$ cat src/design/scm_pkg.sv
package scm_pkg;

    // register bus geometry
    localparam int SCM_ADDR_W = 8;
    localparam int SCM_DATA_W = 16;

    // register offsets
    localparam logic [7:0] SCM_OFS_COMM_TIMEOUT_CONFIG = 8'h02;
    localparam logic [7:0] SCM_OFS_SUPPLY_CONFIG = 8'h03;
    localparam logic [7:0] SCM_OFS_POWER_MODE_CONTROL = 8'h04;
    localparam logic [7:0] SCM_OFS_UNIT_STATUS = 8'h10;

    // comm_timeout_config fields
    localparam int SCM_TO_PERIOD_LSB = 0;
    localparam int SCM_TO_KEY_LSB = 8;
    localparam logic [7:0] SCM_TO_PERIOD_RESET = 8'h1e;
    localparam logic [7:0] SCM_TO_KEY_RESET = 8'h00;
    localparam logic [7:0] SCM_TO_KEY_DISABLE = 8'h5a;

    // supply_config fields
    localparam int SCM_SUP_CURRENT_MATCHING_ENABLE_BIT = 15;
    localparam int SCM_SUP_CORE_CYC_BIT = 2;
    localparam int SCM_SUP_AUX_CYC_BIT = 1;
    localparam int SCM_SUP_AUX_ACT_BIT = 0;
    localparam logic SCM_SUP_CURRENT_MATCHING_ENABLE_RESET = 1'b1;
    localparam logic SCM_SUP_CORE_CYC_RESET = 1'b0;
    localparam logic SCM_SUP_AUX_CYC_RESET = 1'b1;
    localparam logic SCM_SUP_AUX_ACT_RESET = 1'b1;

    // power_mode_control fields and mode codes
    localparam int SCM_MODE_REQ_LSB = 0;
    localparam int SCM_MODE_LAST_LSB = 8;
    localparam logic [4:0] SCM_MODE_SLEEP = 5'h0a;
    localparam logic [4:0] SCM_MODE_DEEP_SLEEP = 5'h14;
    localparam logic [4:0] SCM_MODE_CYCLIC = 5'h1f;
    localparam logic [4:0] SCM_MODE_LAST_RESET = 5'h14;

    // unit_status fields
    localparam int SCM_STAT_EXPIRED_BIT = 0;
    localparam int SCM_STAT_DISABLED_BIT = 1;
    localparam int SCM_STAT_PENDING_BIT = 2;

    // timing
    localparam int SCM_CLK_FREQ_HZ = 10_000_000;
    localparam int SCM_TIMEOUT_UNIT_MS = 10;
    localparam int SCM_TIMEOUT_UNIT_CYCLES = SCM_CLK_FREQ_HZ / 1000 * SCM_TIMEOUT_UNIT_MS;
    localparam int SCM_TICK_W = 17;

    // power mode seen by the supply gating
    typedef enum logic [1:0] {
        SCM_PWR_ACTIVE,
        SCM_PWR_CYCLIC,
        SCM_PWR_LOW
    } scm_pwr_state_t;

endpackage

$ cat src/design/scm_timeout_timer.sv
`timescale 1ns/100ps
module scm_timeout_timer
    import scm_pkg::*;
#(
    parameter int TICK_CYCLES = SCM_TIMEOUT_UNIT_CYCLES
) (
    // clock and reset
    input wire logic clk,
    input wire logic resetn,
    // control
    input wire logic enable,
    input wire logic [7:0] period,
    input wire logic restart,
    // result
    output logic expired
);

    localparam logic [SCM_TICK_W-1:0] TICK_LAST = SCM_TICK_W'(TICK_CYCLES - 1);

    logic [SCM_TICK_W-1:0] tick_reg;
    logic [SCM_TICK_W-1:0] tick_next;
    logic [7:0] unit_reg;
    logic [7:0] unit_next;
    logic expired_reg;
    logic expired_next;

    wire tick_wrap = (tick_reg == TICK_LAST);
    // zero period behaves as one unit
    wire [7:0] period_eff = (period == 8'h00) ? 8'h01 : period; // see [RQ1]
    wire unit_done = tick_wrap && ({1'b0, unit_reg} + 9'h001 >= {1'b0, period_eff}); // see [RQ1]

    always_comb begin
        tick_next = tick_reg;
        unit_next = unit_reg;
        expired_next = expired_reg;
        if (!enable || restart) begin // see [RQ15]
            tick_next = '0;
            unit_next = '0;
            expired_next = 1'b0;
        end else if (!expired_reg) begin
            if (unit_done) begin
                tick_next = '0;
                unit_next = '0;
                expired_next = 1'b1; // see [RQ15]
            end else if (tick_wrap) begin
                tick_next = '0;
                unit_next = unit_reg + 8'h01;
            end else begin
                tick_next = tick_reg + SCM_TICK_W'(1);
            end
        end
    end

    always_ff @(posedge clk or negedge resetn) begin
        if (!resetn) begin
            tick_reg <= '0;
            unit_reg <= '0;
            expired_reg <= 1'b0;
        end else begin
            tick_reg <= tick_next;
            unit_reg <= unit_next;
            expired_reg <= expired_next;
        end
    end

    assign expired = expired_reg;

endmodule // scm_timeout_timer

$ cat src/design/scm_sys_config.sv
//////////////////////////////////////////////////////////////////////////////////////////
// Contract
// [RQ1] timeout period is the 8-bit period field times 10 ms, zero acting as one.
// [RQ2] after reset the period field holds 1Eh, a 300 ms timeout.
// [RQ3] the timeout is off only while the key field holds 5Ah, and reset leaves it 00h.
// [RQ4] software writes the disable key only during development, never in production.
// [RQ5] supply bit 15 enables supply current matching in active mode and resets to one; the code drives current_matching_enable from the bit in every power mode.
// [RQ6] supply bit 2 keeps the core supply on in cyclic mode when set and resets to zero.
// [RQ7] supply bit 1 keeps the aux supply on in cyclic mode when set and resets to one.
// [RQ8] supply bit 0 keeps the aux supply on in active mode when set and resets to one.
// [RQ9] reserved bits are read-only and always read zero.
// [RQ10] bits 12:8 of the mode register report the low-power mode last left.
// [RQ11] after reset the last-mode field reads the deep sleep code 14h.
// [RQ12] software treats any last-mode value other than the three codes as invalid.
// [RQ13] writing 0Ah or 14h to the target field starts the mode transition at once.
// [RQ14] any other target code is ignored and the mode stays unchanged.
// [RQ15] the timeout restarts on each valid host command and flags expiry when it runs out.
//////////////////////////////////////////////////////////////////////////////////////////
`timescale 1ns/100ps
module scm_sys_config
    import scm_pkg::*;
#(
    parameter int TICK_CYCLES = SCM_TIMEOUT_UNIT_CYCLES
) (
    // clock and reset
    input wire logic clk,
    input wire logic resetn,
    // register port
    input wire logic [SCM_ADDR_W-1:0] reg_addr,
    input wire logic [SCM_DATA_W-1:0] reg_wdata,
    input wire logic reg_write,
    input wire logic reg_read,
    output logic [SCM_DATA_W-1:0] reg_rdata,
    // host command activity
    input wire logic host_cmd_valid,
    // power state from the mode sequencer
    input wire logic in_active_mode,
    input wire logic in_cyclic_mode,
    input wire logic mode_exit_valid,
    input wire logic [4:0] mode_exit_code,
    // mode transition request
    output logic mode_request,
    output logic [4:0] requested_mode,
    // supply controls
    output logic current_matching_enable,
    output logic core_supply_output,
    output logic aux_supply_output,
    // timeout
    output logic timeout_expired
);

    //////////////////////////////////////////////////////////////////////////////////////
    // register state

    logic [7:0] timeout_period_reg;
    logic [7:0] timeout_disable_key_reg;
    logic current_matching_enable_reg;
    logic core_supply_cyclic_enable_reg;
    logic aux_supply_cyclic_enable_reg;
    logic aux_supply_active_enable_reg;
    logic [4:0] last_mode_report_reg;
    logic mode_request_reg;
    logic [4:0] requested_mode_reg;
    logic mode_pending_reg;
    logic mode_pending_next;
    logic core_supply_output_reg;
    logic core_supply_output_next;
    logic aux_supply_output_reg;
    logic aux_supply_output_next;
    logic [SCM_DATA_W-1:0] reg_rdata_reg;
    logic [SCM_DATA_W-1:0] reg_rdata_next;
    scm_pwr_state_t pwr_state;
    logic timer_expired;

    //////////////////////////////////////////////////////////////////////////////////////
    // address decode

    wire sel_timeout = (reg_addr == SCM_OFS_COMM_TIMEOUT_CONFIG);
    wire sel_supply = (reg_addr == SCM_OFS_SUPPLY_CONFIG);
    wire sel_mode = (reg_addr == SCM_OFS_POWER_MODE_CONTROL);
    wire sel_status = (reg_addr == SCM_OFS_UNIT_STATUS);

    wire wr_timeout = reg_write && sel_timeout;
    wire wr_supply = reg_write && sel_supply;
    wire wr_mode = reg_write && sel_mode;

    wire [4:0] wr_target = reg_wdata[SCM_MODE_REQ_LSB +: 5];
    wire target_known = (wr_target == SCM_MODE_SLEEP) ||
                        (wr_target == SCM_MODE_DEEP_SLEEP); // see [RQ14]
    wire mode_start = wr_mode && target_known; // see [RQ13]

    wire exit_known = (mode_exit_code == SCM_MODE_SLEEP) ||
                      (mode_exit_code == SCM_MODE_DEEP_SLEEP) ||
                      (mode_exit_code == SCM_MODE_CYCLIC);

    //////////////////////////////////////////////////////////////////////////////////////
    // timeout enable and timer

    wire timeout_enabled = (timeout_disable_key_reg != SCM_TO_KEY_DISABLE); // see [RQ3]

    scm_timeout_timer #(
        .TICK_CYCLES(TICK_CYCLES)
    ) u_timer (
        .clk(clk),
        .resetn(resetn),
        .enable(timeout_enabled),
        .period(timeout_period_reg), // see [RQ1]
        .restart(host_cmd_valid), // see [RQ15]
        .expired(timer_expired)
    );

    //////////////////////////////////////////////////////////////////////////////////////
    // read data, reserved bits and the write-only target field read zero

    wire [SCM_DATA_W-1:0] rd_timeout = {timeout_disable_key_reg, timeout_period_reg};
    wire [SCM_DATA_W-1:0] rd_supply = {current_matching_enable_reg, 12'h000,
                                       core_supply_cyclic_enable_reg,
                                       aux_supply_cyclic_enable_reg,
                                       aux_supply_active_enable_reg}; // see [RQ9]
    wire [SCM_DATA_W-1:0] rd_mode = {3'b000, last_mode_report_reg, 8'h00}; // see [RQ9] [RQ10]
    wire [SCM_DATA_W-1:0] rd_status = {13'h0000, mode_pending_reg, ~timeout_enabled,
                                       timer_expired};

    wire [SCM_DATA_W-1:0] rd_mux = sel_timeout ? rd_timeout :
                                   sel_supply ? rd_supply :
                                   sel_mode ? rd_mode :
                                   sel_status ? rd_status :
                                   16'h0000;

    always_comb begin
        reg_rdata_next = 16'h0000;
        if (reg_read) begin
            reg_rdata_next = rd_mux;
        end
    end

    //////////////////////////////////////////////////////////////////////////////////////
    // power state and supply gating

    assign pwr_state = in_active_mode ? SCM_PWR_ACTIVE :
                       in_cyclic_mode ? SCM_PWR_CYCLIC :
                       SCM_PWR_LOW;

    always_comb begin
        core_supply_output_next = 1'b0;
        aux_supply_output_next = 1'b0;
        case (pwr_state)
            SCM_PWR_ACTIVE: begin
                core_supply_output_next = 1'b1;
                aux_supply_output_next = aux_supply_active_enable_reg; // see [RQ8]
            end
            SCM_PWR_CYCLIC: begin
                core_supply_output_next = core_supply_cyclic_enable_reg; // see [RQ6]
                aux_supply_output_next = aux_supply_cyclic_enable_reg; // see [RQ7]
            end
            default: begin
                core_supply_output_next = 1'b0;
                aux_supply_output_next = 1'b0;
            end
        endcase
    end

    // pending holds from the request until the sequencer reports an exit
    always_comb begin
        mode_pending_next = mode_pending_reg;
        if (mode_exit_valid) begin
            mode_pending_next = 1'b0;
        end
        if (mode_start) begin
            mode_pending_next = 1'b1;
        end
    end

    //////////////////////////////////////////////////////////////////////////////////////
    // timeout register

    always_ff @(posedge clk or negedge resetn) begin
        if (!resetn) begin
            timeout_period_reg <= SCM_TO_PERIOD_RESET; // see [RQ2]
            timeout_disable_key_reg <= SCM_TO_KEY_RESET; // see [RQ3]
        end else if (wr_timeout) begin
            timeout_period_reg <= reg_wdata[SCM_TO_PERIOD_LSB +: 8];
            timeout_disable_key_reg <= reg_wdata[SCM_TO_KEY_LSB +: 8];
        end
    end

    //////////////////////////////////////////////////////////////////////////////////////
    // supply register

    always_ff @(posedge clk or negedge resetn) begin
        if (!resetn) begin
            current_matching_enable_reg <= SCM_SUP_CURRENT_MATCHING_ENABLE_RESET; // see [RQ5]
            core_supply_cyclic_enable_reg <= SCM_SUP_CORE_CYC_RESET; // see [RQ6]
            aux_supply_cyclic_enable_reg <= SCM_SUP_AUX_CYC_RESET; // see [RQ7]
            aux_supply_active_enable_reg <= SCM_SUP_AUX_ACT_RESET; // see [RQ8]
        end else if (wr_supply) begin
            current_matching_enable_reg <= reg_wdata[SCM_SUP_CURRENT_MATCHING_ENABLE_BIT]; // see [RQ5]
            core_supply_cyclic_enable_reg <= reg_wdata[SCM_SUP_CORE_CYC_BIT];
            aux_supply_cyclic_enable_reg <= reg_wdata[SCM_SUP_AUX_CYC_BIT];
            aux_supply_active_enable_reg <= reg_wdata[SCM_SUP_AUX_ACT_BIT];
        end
    end

    //////////////////////////////////////////////////////////////////////////////////////
    // mode register: last mode report and request pulse

    always_ff @(posedge clk or negedge resetn) begin
        if (!resetn) begin
            last_mode_report_reg <= SCM_MODE_LAST_RESET; // see [RQ11]
        end else if (mode_exit_valid && exit_known) begin
            last_mode_report_reg <= mode_exit_code; // see [RQ10]
        end
    end

    always_ff @(posedge clk or negedge resetn) begin
        if (!resetn) begin
            mode_request_reg <= 1'b0;
            requested_mode_reg <= 5'h00;
            mode_pending_reg <= 1'b0;
        end else begin
            mode_request_reg <= mode_start; // see [RQ13]
            if (mode_start) begin
                requested_mode_reg <= wr_target; // see [RQ14]
            end
            mode_pending_reg <= mode_pending_next;
        end
    end

    //////////////////////////////////////////////////////////////////////////////////////
    // registered outputs

    always_ff @(posedge clk or negedge resetn) begin
        if (!resetn) begin
            reg_rdata_reg <= 16'h0000;
            core_supply_output_reg <= 1'b0;
            aux_supply_output_reg <= 1'b0;
        end else begin
            reg_rdata_reg <= reg_rdata_next;
            core_supply_output_reg <= core_supply_output_next;
            aux_supply_output_reg <= aux_supply_output_next;
        end
    end

    assign reg_rdata = reg_rdata_reg;
    assign mode_request = mode_request_reg;
    assign requested_mode = requested_mode_reg;
    assign current_matching_enable = current_matching_enable_reg;
    assign core_supply_output = core_supply_output_reg;
    assign aux_supply_output = aux_supply_output_reg;
    assign timeout_expired = timer_expired;

endmodule // scm_sys_config

$ cat config.mk
export PLATFORM = sky130hd
export DESIGN_NAME = scm_sys_config
export DESIGN_NICKNAME = d
export VERILOG_FILES = /design/src/design/scm_pkg.sv /design/src/design/scm_timeout_timer.sv /design/src/design/scm_sys_config.sv
export SDC_FILE = /design/constraint.sdc
export NUM_CORES = 1
export LEC_CHECK = 0
export ABC_AREA = 0
export BUFFER_PORTS_ARGS = -buffer_cell sky130_fd_sc_hd__buf_2
export CAP_MARGIN = 10
export CORE_ASPECT_RATIO = 0.5
export CORE_MARGIN = 2
export CORE_UTILIZATION = 50
export DETAILED_ROUTE_END_ITERATION = 8
export PLACE_DENSITY_LB_ADDON = 0.25
export SLEW_MARGIN = 20
export SYNTH_ARGS = -nofsm -noshare
export SYNTH_HDL_FRONTEND = slang
export SYNTH_SLANG_ARGS = --single-unit
export TNS_END_PERCENT = 1
$ cat constraint.sdc
create_clock -name clk -period 2.7 [get_ports clk]
set_input_delay 0 -clock clk [delete_from_list [all_inputs] [get_ports clk]]
set_output_delay 0 -clock clk [all_outputs]
set_load 0.005 [all_outputs]
# Word level (Yosys, flattened, before mapping)
# Cells that the tools add are included.
dict set report totals {
  ff_bits 76
  latchBits 0
  mem_count 0
  ramBits 0
  romBits 0
}
dict set report op_classes {
  div_mod_pow 0
  mux 23
  n_reduce_logical 16
  n_shift 0
  mul 0
  n_eq_ne 13
  order_cmp 1
  n_addsub 3
  n_bitwise 1
}
# op count
set ops {}
lappend ops {{two-way mux 17 bit} 4}
lappend ops {{two-way mux 16 bit} 3}
lappend ops {{two-way mux 8 bit} 5}
lappend ops {{adder 17 x 1 -> 17 bit, second input constant} 1}
lappend ops {{equality test 17 bit, second input constant} 1}
lappend ops {{equality test 8 x 2 -> 1 bit, second input constant} 2}
lappend ops {{equality test 5 bit, second input constant} 3}
lappend ops {{two-way mux 13 bit} 1}
lappend ops {{equality test 5 x 4 -> 1 bit, second input constant} 2}
lappend ops {{adder 8 x 1 -> 9 bit, second input constant} 1}
lappend ops {{greater-or-equal comparator 9 x 8 -> 1 bit} 1}
lappend ops {{adder 8 x 1 -> 8 bit, second input constant} 1}
lappend ops {{equality test 8 x 3 -> 1 bit, second input constant} 1}
lappend ops {{equality test 8 x 5 -> 1 bit, second input constant} 1}
lappend ops {{logical NOT 8 bit} 1}
lappend ops {{inequality test 8 x 7 -> 1 bit, second input constant} 1}
lappend ops {{logical AND 1 bit} 6}
lappend ops {{two-way mux 1 bit} 5}
lappend ops {{logical OR 1 bit} 4}
lappend ops {{two-way mux 2 bit} 2}
lappend ops {{one-hot mux 1 bit (2 select lines)} 2}
lappend ops {{two-way mux 3 bit} 1}
lappend ops {{nonzero test 3 bit} 1}
lappend ops {{equality test 2 x 1 -> 1 bit, second input constant} 1}
lappend ops {{other kinds (6)} 6}

# Depth between registers and ports, before layout
dict set report depth {
  ltp_word 7
  depth_mapped 11
  mapped_depth_nobuf 11
}

# Cells and area by module
# Synthesis repeated with hierarchy kept, for this count alone.
dict set report unflattened {
  cells_unflattened 334
  area_unflattened_um2 3796.1
}
# mod instances cells_each area_per_inst_um2
set by_module_without_submodules {}
lappend by_module_without_submodules {scm_sys_config 1 144 2088.3}
lappend by_module_without_submodules {scm_timeout_timer 1 190 1707.9}

# Least setup slack after synthesis
# OpenSTA, ideal clock, no wires.
dict set report synth_path {
  kind {reg2reg}
  startpoint {reg u_timer.unit_reg[0]}
  endpoint {reg u_timer.unit_reg[1]}
  arrival_time_ps 2701
  stages_incl_launch_ff 12
  path_slack_ps -67
  setup_ps 66
  cell_sequence {dfrtp_1 > ha_1 > nand3_1 > or2_2 > and2_1 > or2_2 > ha_1 > a211oi_1 > nand2_1 > a211oi_4 > and3_4 > a22o_1}
}
dict set report synth_via {
  elab_chain_len 6
  elab_cells_between_ends 10
}
# item line_no
set synth_lines {}
lappend synth_lines {{start: declaration} scm_timeout_timer.sv:22} ;# logic [7:0] unit_reg;
lappend synth_lines {{start signal: assignment} scm_timeout_timer.sv:61} ;# unit_reg <= unit_next;
lappend synth_lines {{adder 8 x 1 -> 9 bit} scm_timeout_timer.sv:30} ;# wire unit_done = tick_wrap && ({1'b0, unit_reg} + 9'h001 >= {1'b0, period_eff});
lappend synth_lines {{greater-or-equal comparator 9 x 8 -> 1 bit} scm_timeout_timer.sv:30}
lappend synth_lines {{logical AND 1 bit} scm_timeout_timer.sv:30}
lappend synth_lines {{two-way mux 8 bit} scm_timeout_timer.sv:41} ;# if (unit_done) begin
lappend synth_lines {{two-way mux 8 bit} scm_timeout_timer.sv:40} ;# end else if (!expired_reg) begin
lappend synth_lines {{two-way mux 8 bit} scm_timeout_timer.sv:36} ;# if (!enable || restart) begin
# Several ways; a longest one is shown, not always the timed one. The select of a mux whose other input is x is not followed.
# A chain may end at the register's enable or synchronous reset.

# Worst setup path after layout
dict set report layout_path {
  startpoint {reg u_timer.unit_reg[1]}
  endpoint {reg u_timer.unit_reg[6]}
}
# The elaborated chain is that of the path after synthesis.

==> impl_summary.txt <==
----------------------------------------------------
[Detailed routing]
  Via Count ... 2885
  Total DRC errors in the routed layout ... 0
  Final wirelength ... 8620 microns
  Post-route antenna net violation count ... 0
  Drt via density ... 5.50
  Mean routed wirelength per cell ... 16.4 microns
  Drt initial violations ... 240
  Initial DRT Pass Iterations ... 5

[Logic synthesis]
  Synthesized cell area ... 3750 sq um
  Commonest register cell after synthesis ... sky130_fd_sc_hd__dfrtp_1
  Async set-or-reset flop fraction in the synthesized netlist ... 1.00
  Mean post-synth cell area ... 11.6 sq um
  #FFs+latches synth ... 76
  Yosys Warn Count ... 0
  Netlist cell types ... 61
  Net count of the mapped netlist ... 370
  Sequential fraction of the synthesis area ... 0.511
  Number of enable flip-flop cells after synthesis ... 0
  Gate count of the mapped netlist ... 323

[Global routing]
  Initial antenna violation count ... 0
  Congestion Overflow GR ... 0
  Wire length of the first global-routing pass ... 14400 microns
  Maximum number of pins on one net before global-route repair ... 69
  All-Layer GR Usage ... 0.226
  Via count of the first global-routing pass ... 3001

[Critical path]
  CP dominant cell by count ... sky130_fd_sc_hd__buf_4
  Cell type of the slowest stage on the worst timing path ... sky130_fd_sc_hd__dfrtp_1
  Count of buffer and inverter cells on the critical path ... 3
  Launching element type of the critical path ... flip-flop
  Biggest fanout along the worst timing path ... 4
  Kind of capture point of the worst setup path ... flip-flop
  Kind of cell adding the most delay to the critical path ... simple AND/OR/NAND/NOR gates
  Critical Path Max Stage Delay ... 390 ps
  Category of the critical setup timing path ... reg -> reg
  Endpoint required time on the critical path ... 2980 ps
  Critical Path, Cell by Cell ... buf_4 -> buf_4 -> and3_1 -> nand3_2 -> and2_4 -> or2_2 -> ha_4 -> a211oi_2 -> nand2_1 -> a211oi_4 -> buf_4 -> o2111ai_1 -> nand2_1
  WP data arrival ... 2910 ps

[Layout]
  Proportion of layout cells with a drive suffix above 1 ... 0.366
  Utilization after layout ... 0.658
  Non-filler cells, final ... 525
  Nets ... 471
  Area of all placed cells without fillers ... 4800 sq um
  Number of flip-flops in the largest register ... 17
  Number of inserted diodes ... 0
  Area grow syn2layout ... 28.1%

[Power and ir drop]
  Pwr Density ... 530 nW/um^2
  Leakage ... 2.26 nW
  Highest ir drop seen on vdd ... 0.000306 V

[Floorplanning]
  Initial core utilization ... 0.514
  Die Y-Extent ... 65.2 microns
  Core area ... 7290 sq um
  Row Count ... 22
  Top Ports ... 63
  Die footprint ... 8250 sq um
  Die Wd ... 126 microns

[Timing]
  Crit share post-route ... 0.976
  Final setup viols ... 0
  Fin crit period ... 2630 ps
  Worst Clk Skew ... 6.36 ps
  Worst slew margin relative to its limit ... 0.447
  Achievable Freq ... 0.380 GHz
  Slew @ Worst Pin ... 829 ps
  Final hold violations ... 0
  Max-slew violation total from the final report ... 0
  Least setup slack across all paths after layout ... 65.6 ps

[Place]
  Placed instance area ... 4220 sq um
  Number of input and output port buffers inserted ... 62
  Detailed Place HPWL ... 5830 microns
  Placed instance count ... 483
  Global placer's final weighted congestion ... 0.883
  Worst slack at placement ... -5.24 ps

[Worst hold path]
  Path class of the lowest-slack min-delay path ... in -> reg

[Clock tree]
  Insertion delay of the later-clocked pin in the worst-skew pair ... 340 ps
  Buffer type at the clock tree root ... sky130_fd_sc_hd__clkbuf_16
  TritonCTS clock tree ... done
  Maximum number of buffers from clock root to sink ... 2
  Total number of clock tree sinks ... 76
  H-tree levels ... 3
  Clk pin slew, worst setup/hold paths ... 60 ps
  Cts bufs inserted ... 9

[Job]
  Maximum capacitance violations ... 0

[Outcome]
  Status ... finished, final reports clean

----------------------------------------------------
[layout by cell type, fill, tap and decap left out, types with 3 or more instances in the layout]
cell type                       synthesis  final
sky130_fd_sc_hd__nand2_1               30     30
sky130_fd_sc_hd__ha_1                  10      7
sky130_fd_sc_hd__xnor2_1                8      8
sky130_fd_sc_hd__a22oi_1                7      7
sky130_fd_sc_hd__nor3_2                 3      4
sky130_fd_sc_hd__dfrtp_1               67     67
sky130_fd_sc_hd__nor2b_1               12     12
sky130_fd_sc_hd__nor4_1                 3      3
sky130_fd_sc_hd__a22o_1                 5      5
sky130_fd_sc_hd__clkinvlp_4             0      3
sky130_fd_sc_hd__a31oi_1                4      4
sky130_fd_sc_hd__and3_1                 9      9
sky130_fd_sc_hd__nor2_1                20     19
sky130_fd_sc_hd__ha_4                   0      3
sky130_fd_sc_hd__dlygate4sd3_1          0     24
sky130_fd_sc_hd__mux2_2                26     26
sky130_fd_sc_hd__inv_1                 11     11
sky130_fd_sc_hd__a21oi_1                5      5
sky130_fd_sc_hd__nor3_1                 7      6
sky130_fd_sc_hd__nand3_1               11      9
sky130_fd_sc_hd__clkbuf_16              0      9
sky130_fd_sc_hd__xor2_1                 6      6
sky130_fd_sc_hd__a21o_1                 3      3
sky130_fd_sc_hd__mux2_1                 4      4
sky130_fd_sc_hd__dfstp_2                9      9
sky130_fd_sc_hd__o21ai_0                4      3
sky130_fd_sc_hd__buf_2                  0     62
sky130_fd_sc_hd__buf_4                  1      9
sky130_fd_sc_hd__nand2b_1               3      3
sky130_fd_sc_hd__nand4_1                7      7
sky130_fd_sc_hd__o2111ai_1              3      3
[stage by stage]
step                TNS, ps  power [W]  hold slack, ps
CTS                       0    0.00256            13.8
global placement          0    0.00140            -151
finish                    0    0.00254            14.0
floorplan                 0    0.00132            -296
global route           -363    0.00264            33.8
detailed placement    -6.73    0.00141            -144
[cells by family (layout without fill, tap and decap cells)]
| family | Yosys count | in the layout | synth area share |
|---|---|---|---|
| AOI/OAI and AO/OA | 46 | 46 | 0.0978 |
| xor gates and xnor gates | 14 | 14 | 0.0327 |
| adders and majority gates | 10 | 10 | 0.0334 |
| buffers and inverters | 16 | 122 | 0.0194 |
| DFF | 76 | 76 | 0.511 |
| muxes | 30 | 30 | 0.0901 |
| and+or+nand+nor | 131 | 131 | 0.216 |
[final cells by class]
cell class / instances / area [sq um]
fillers: 559 / 2490
flip-flops and latches: 76 / 1910
multi-input cells: 231 / 1830
repair buffers: 95 / 618
clock buffers: 10 / 229
well taps: 96 / 120
clock inverters: 6 / 48.8
inverters: 11 / 41.3
[per-layer routing]
metal	track usage	wire length, microns	vias up
li1	-	-	1376
met1	0.282	3890	1423
met2	0.380	4220	74
met3	0.0700	390	12
met4	0.0755	124	0
met5	0	0	-
[cell usage after synthesis (2+ instances only)]
master / count / area share
sky130_fd_sc_hd__a211oi_1: 2 / 0.0040
sky130_fd_sc_hd__a21o_1: 3 / 0.0060
sky130_fd_sc_hd__a21oi_1: 5 / 0.0067
sky130_fd_sc_hd__a222oi_1: 2 / 0.0053
sky130_fd_sc_hd__a22o_1: 5 / 0.012
sky130_fd_sc_hd__a22oi_1: 7 / 0.014
sky130_fd_sc_hd__a31oi_1: 4 / 0.0067
sky130_fd_sc_hd__and2_1: 2 / 0.0033
sky130_fd_sc_hd__and3_1: 9 / 0.015
sky130_fd_sc_hd__clkbuf_1: 2 / 0.0020
sky130_fd_sc_hd__dfrtp_1: 67 / 0.45
sky130_fd_sc_hd__dfstp_2: 9 / 0.063
sky130_fd_sc_hd__ha_1: 10 / 0.033
sky130_fd_sc_hd__inv_1: 11 / 0.011
sky130_fd_sc_hd__mux2_1: 4 / 0.012
sky130_fd_sc_hd__mux2_2: 26 / 0.078
sky130_fd_sc_hd__nand2_1: 30 / 0.030
sky130_fd_sc_hd__nand2b_1: 3 / 0.0050
sky130_fd_sc_hd__nand3_1: 11 / 0.015
sky130_fd_sc_hd__nand4_1: 7 / 0.012
sky130_fd_sc_hd__nor2_1: 20 / 0.020
sky130_fd_sc_hd__nor2b_1: 12 / 0.020
sky130_fd_sc_hd__nor3_1: 7 / 0.0093
sky130_fd_sc_hd__nor3_2: 3 / 0.0080
sky130_fd_sc_hd__nor3b_2: 2 / 0.0067
sky130_fd_sc_hd__nor4_1: 3 / 0.0050
sky130_fd_sc_hd__nor4bb_1: 2 / 0.0053
sky130_fd_sc_hd__o2111ai_1: 3 / 0.0070
sky130_fd_sc_hd__o21ai_0: 4 / 0.0053
sky130_fd_sc_hd__o31a_1: 2 / 0.0047
sky130_fd_sc_hd__or2_2: 4 / 0.0067
sky130_fd_sc_hd__xnor2_1: 8 / 0.019
sky130_fd_sc_hd__xor2_1: 6 / 0.014
[worst register-to-register path, delay by kind of cell (launching register included)]
kind / cells / cell delay (ps)
AOI/OAI and AO/OA: 3 / 630
and+or+nand+nor: 6 / 970
DFF: 1 / 390
buffers and inverters: 3 / 410
adders and majority gates: 1 / 180
[what timing repair did]
action / 4_1_cts / 5_1_grt
setup buffers: 2 / 0
cloned: 0 / 0
gates resized for setup: 0 / 10
pin swaps: 4 / 8
endpoints found under the setup margin: 5 / 9
endpoints found under the hold margin: 40 / 0
hold buffers: 24 / 0
[final timing paths]
check                                     from                   to  slack (ps)  cells after the start
max                        u_timer.unit_reg[1]  u_timer.unit_reg[6]          70                     13
min                             host_cmd_valid      u_timer.expired          10                      4
max reg2reg                u_timer.unit_reg[1]  u_timer.unit_reg[6]          70                     13
min reg2reg                   mode_pending_reg     mode_pending_reg         510                      1
max in group asynchronous               resetn  u_timer.unit_reg[4]        1590                      3
min in group asynchronous               resetn    requested_mode[2]          40                      2
[power by group]
part           total [W]  internal [W]  switching (W)
Clock            0.00112      0.000630       0.000490
Sequential       0.00122       0.00119      0.0000330
Combinational   0.000200      0.000104      0.0000961
Power figures use the tool's default switching activity.
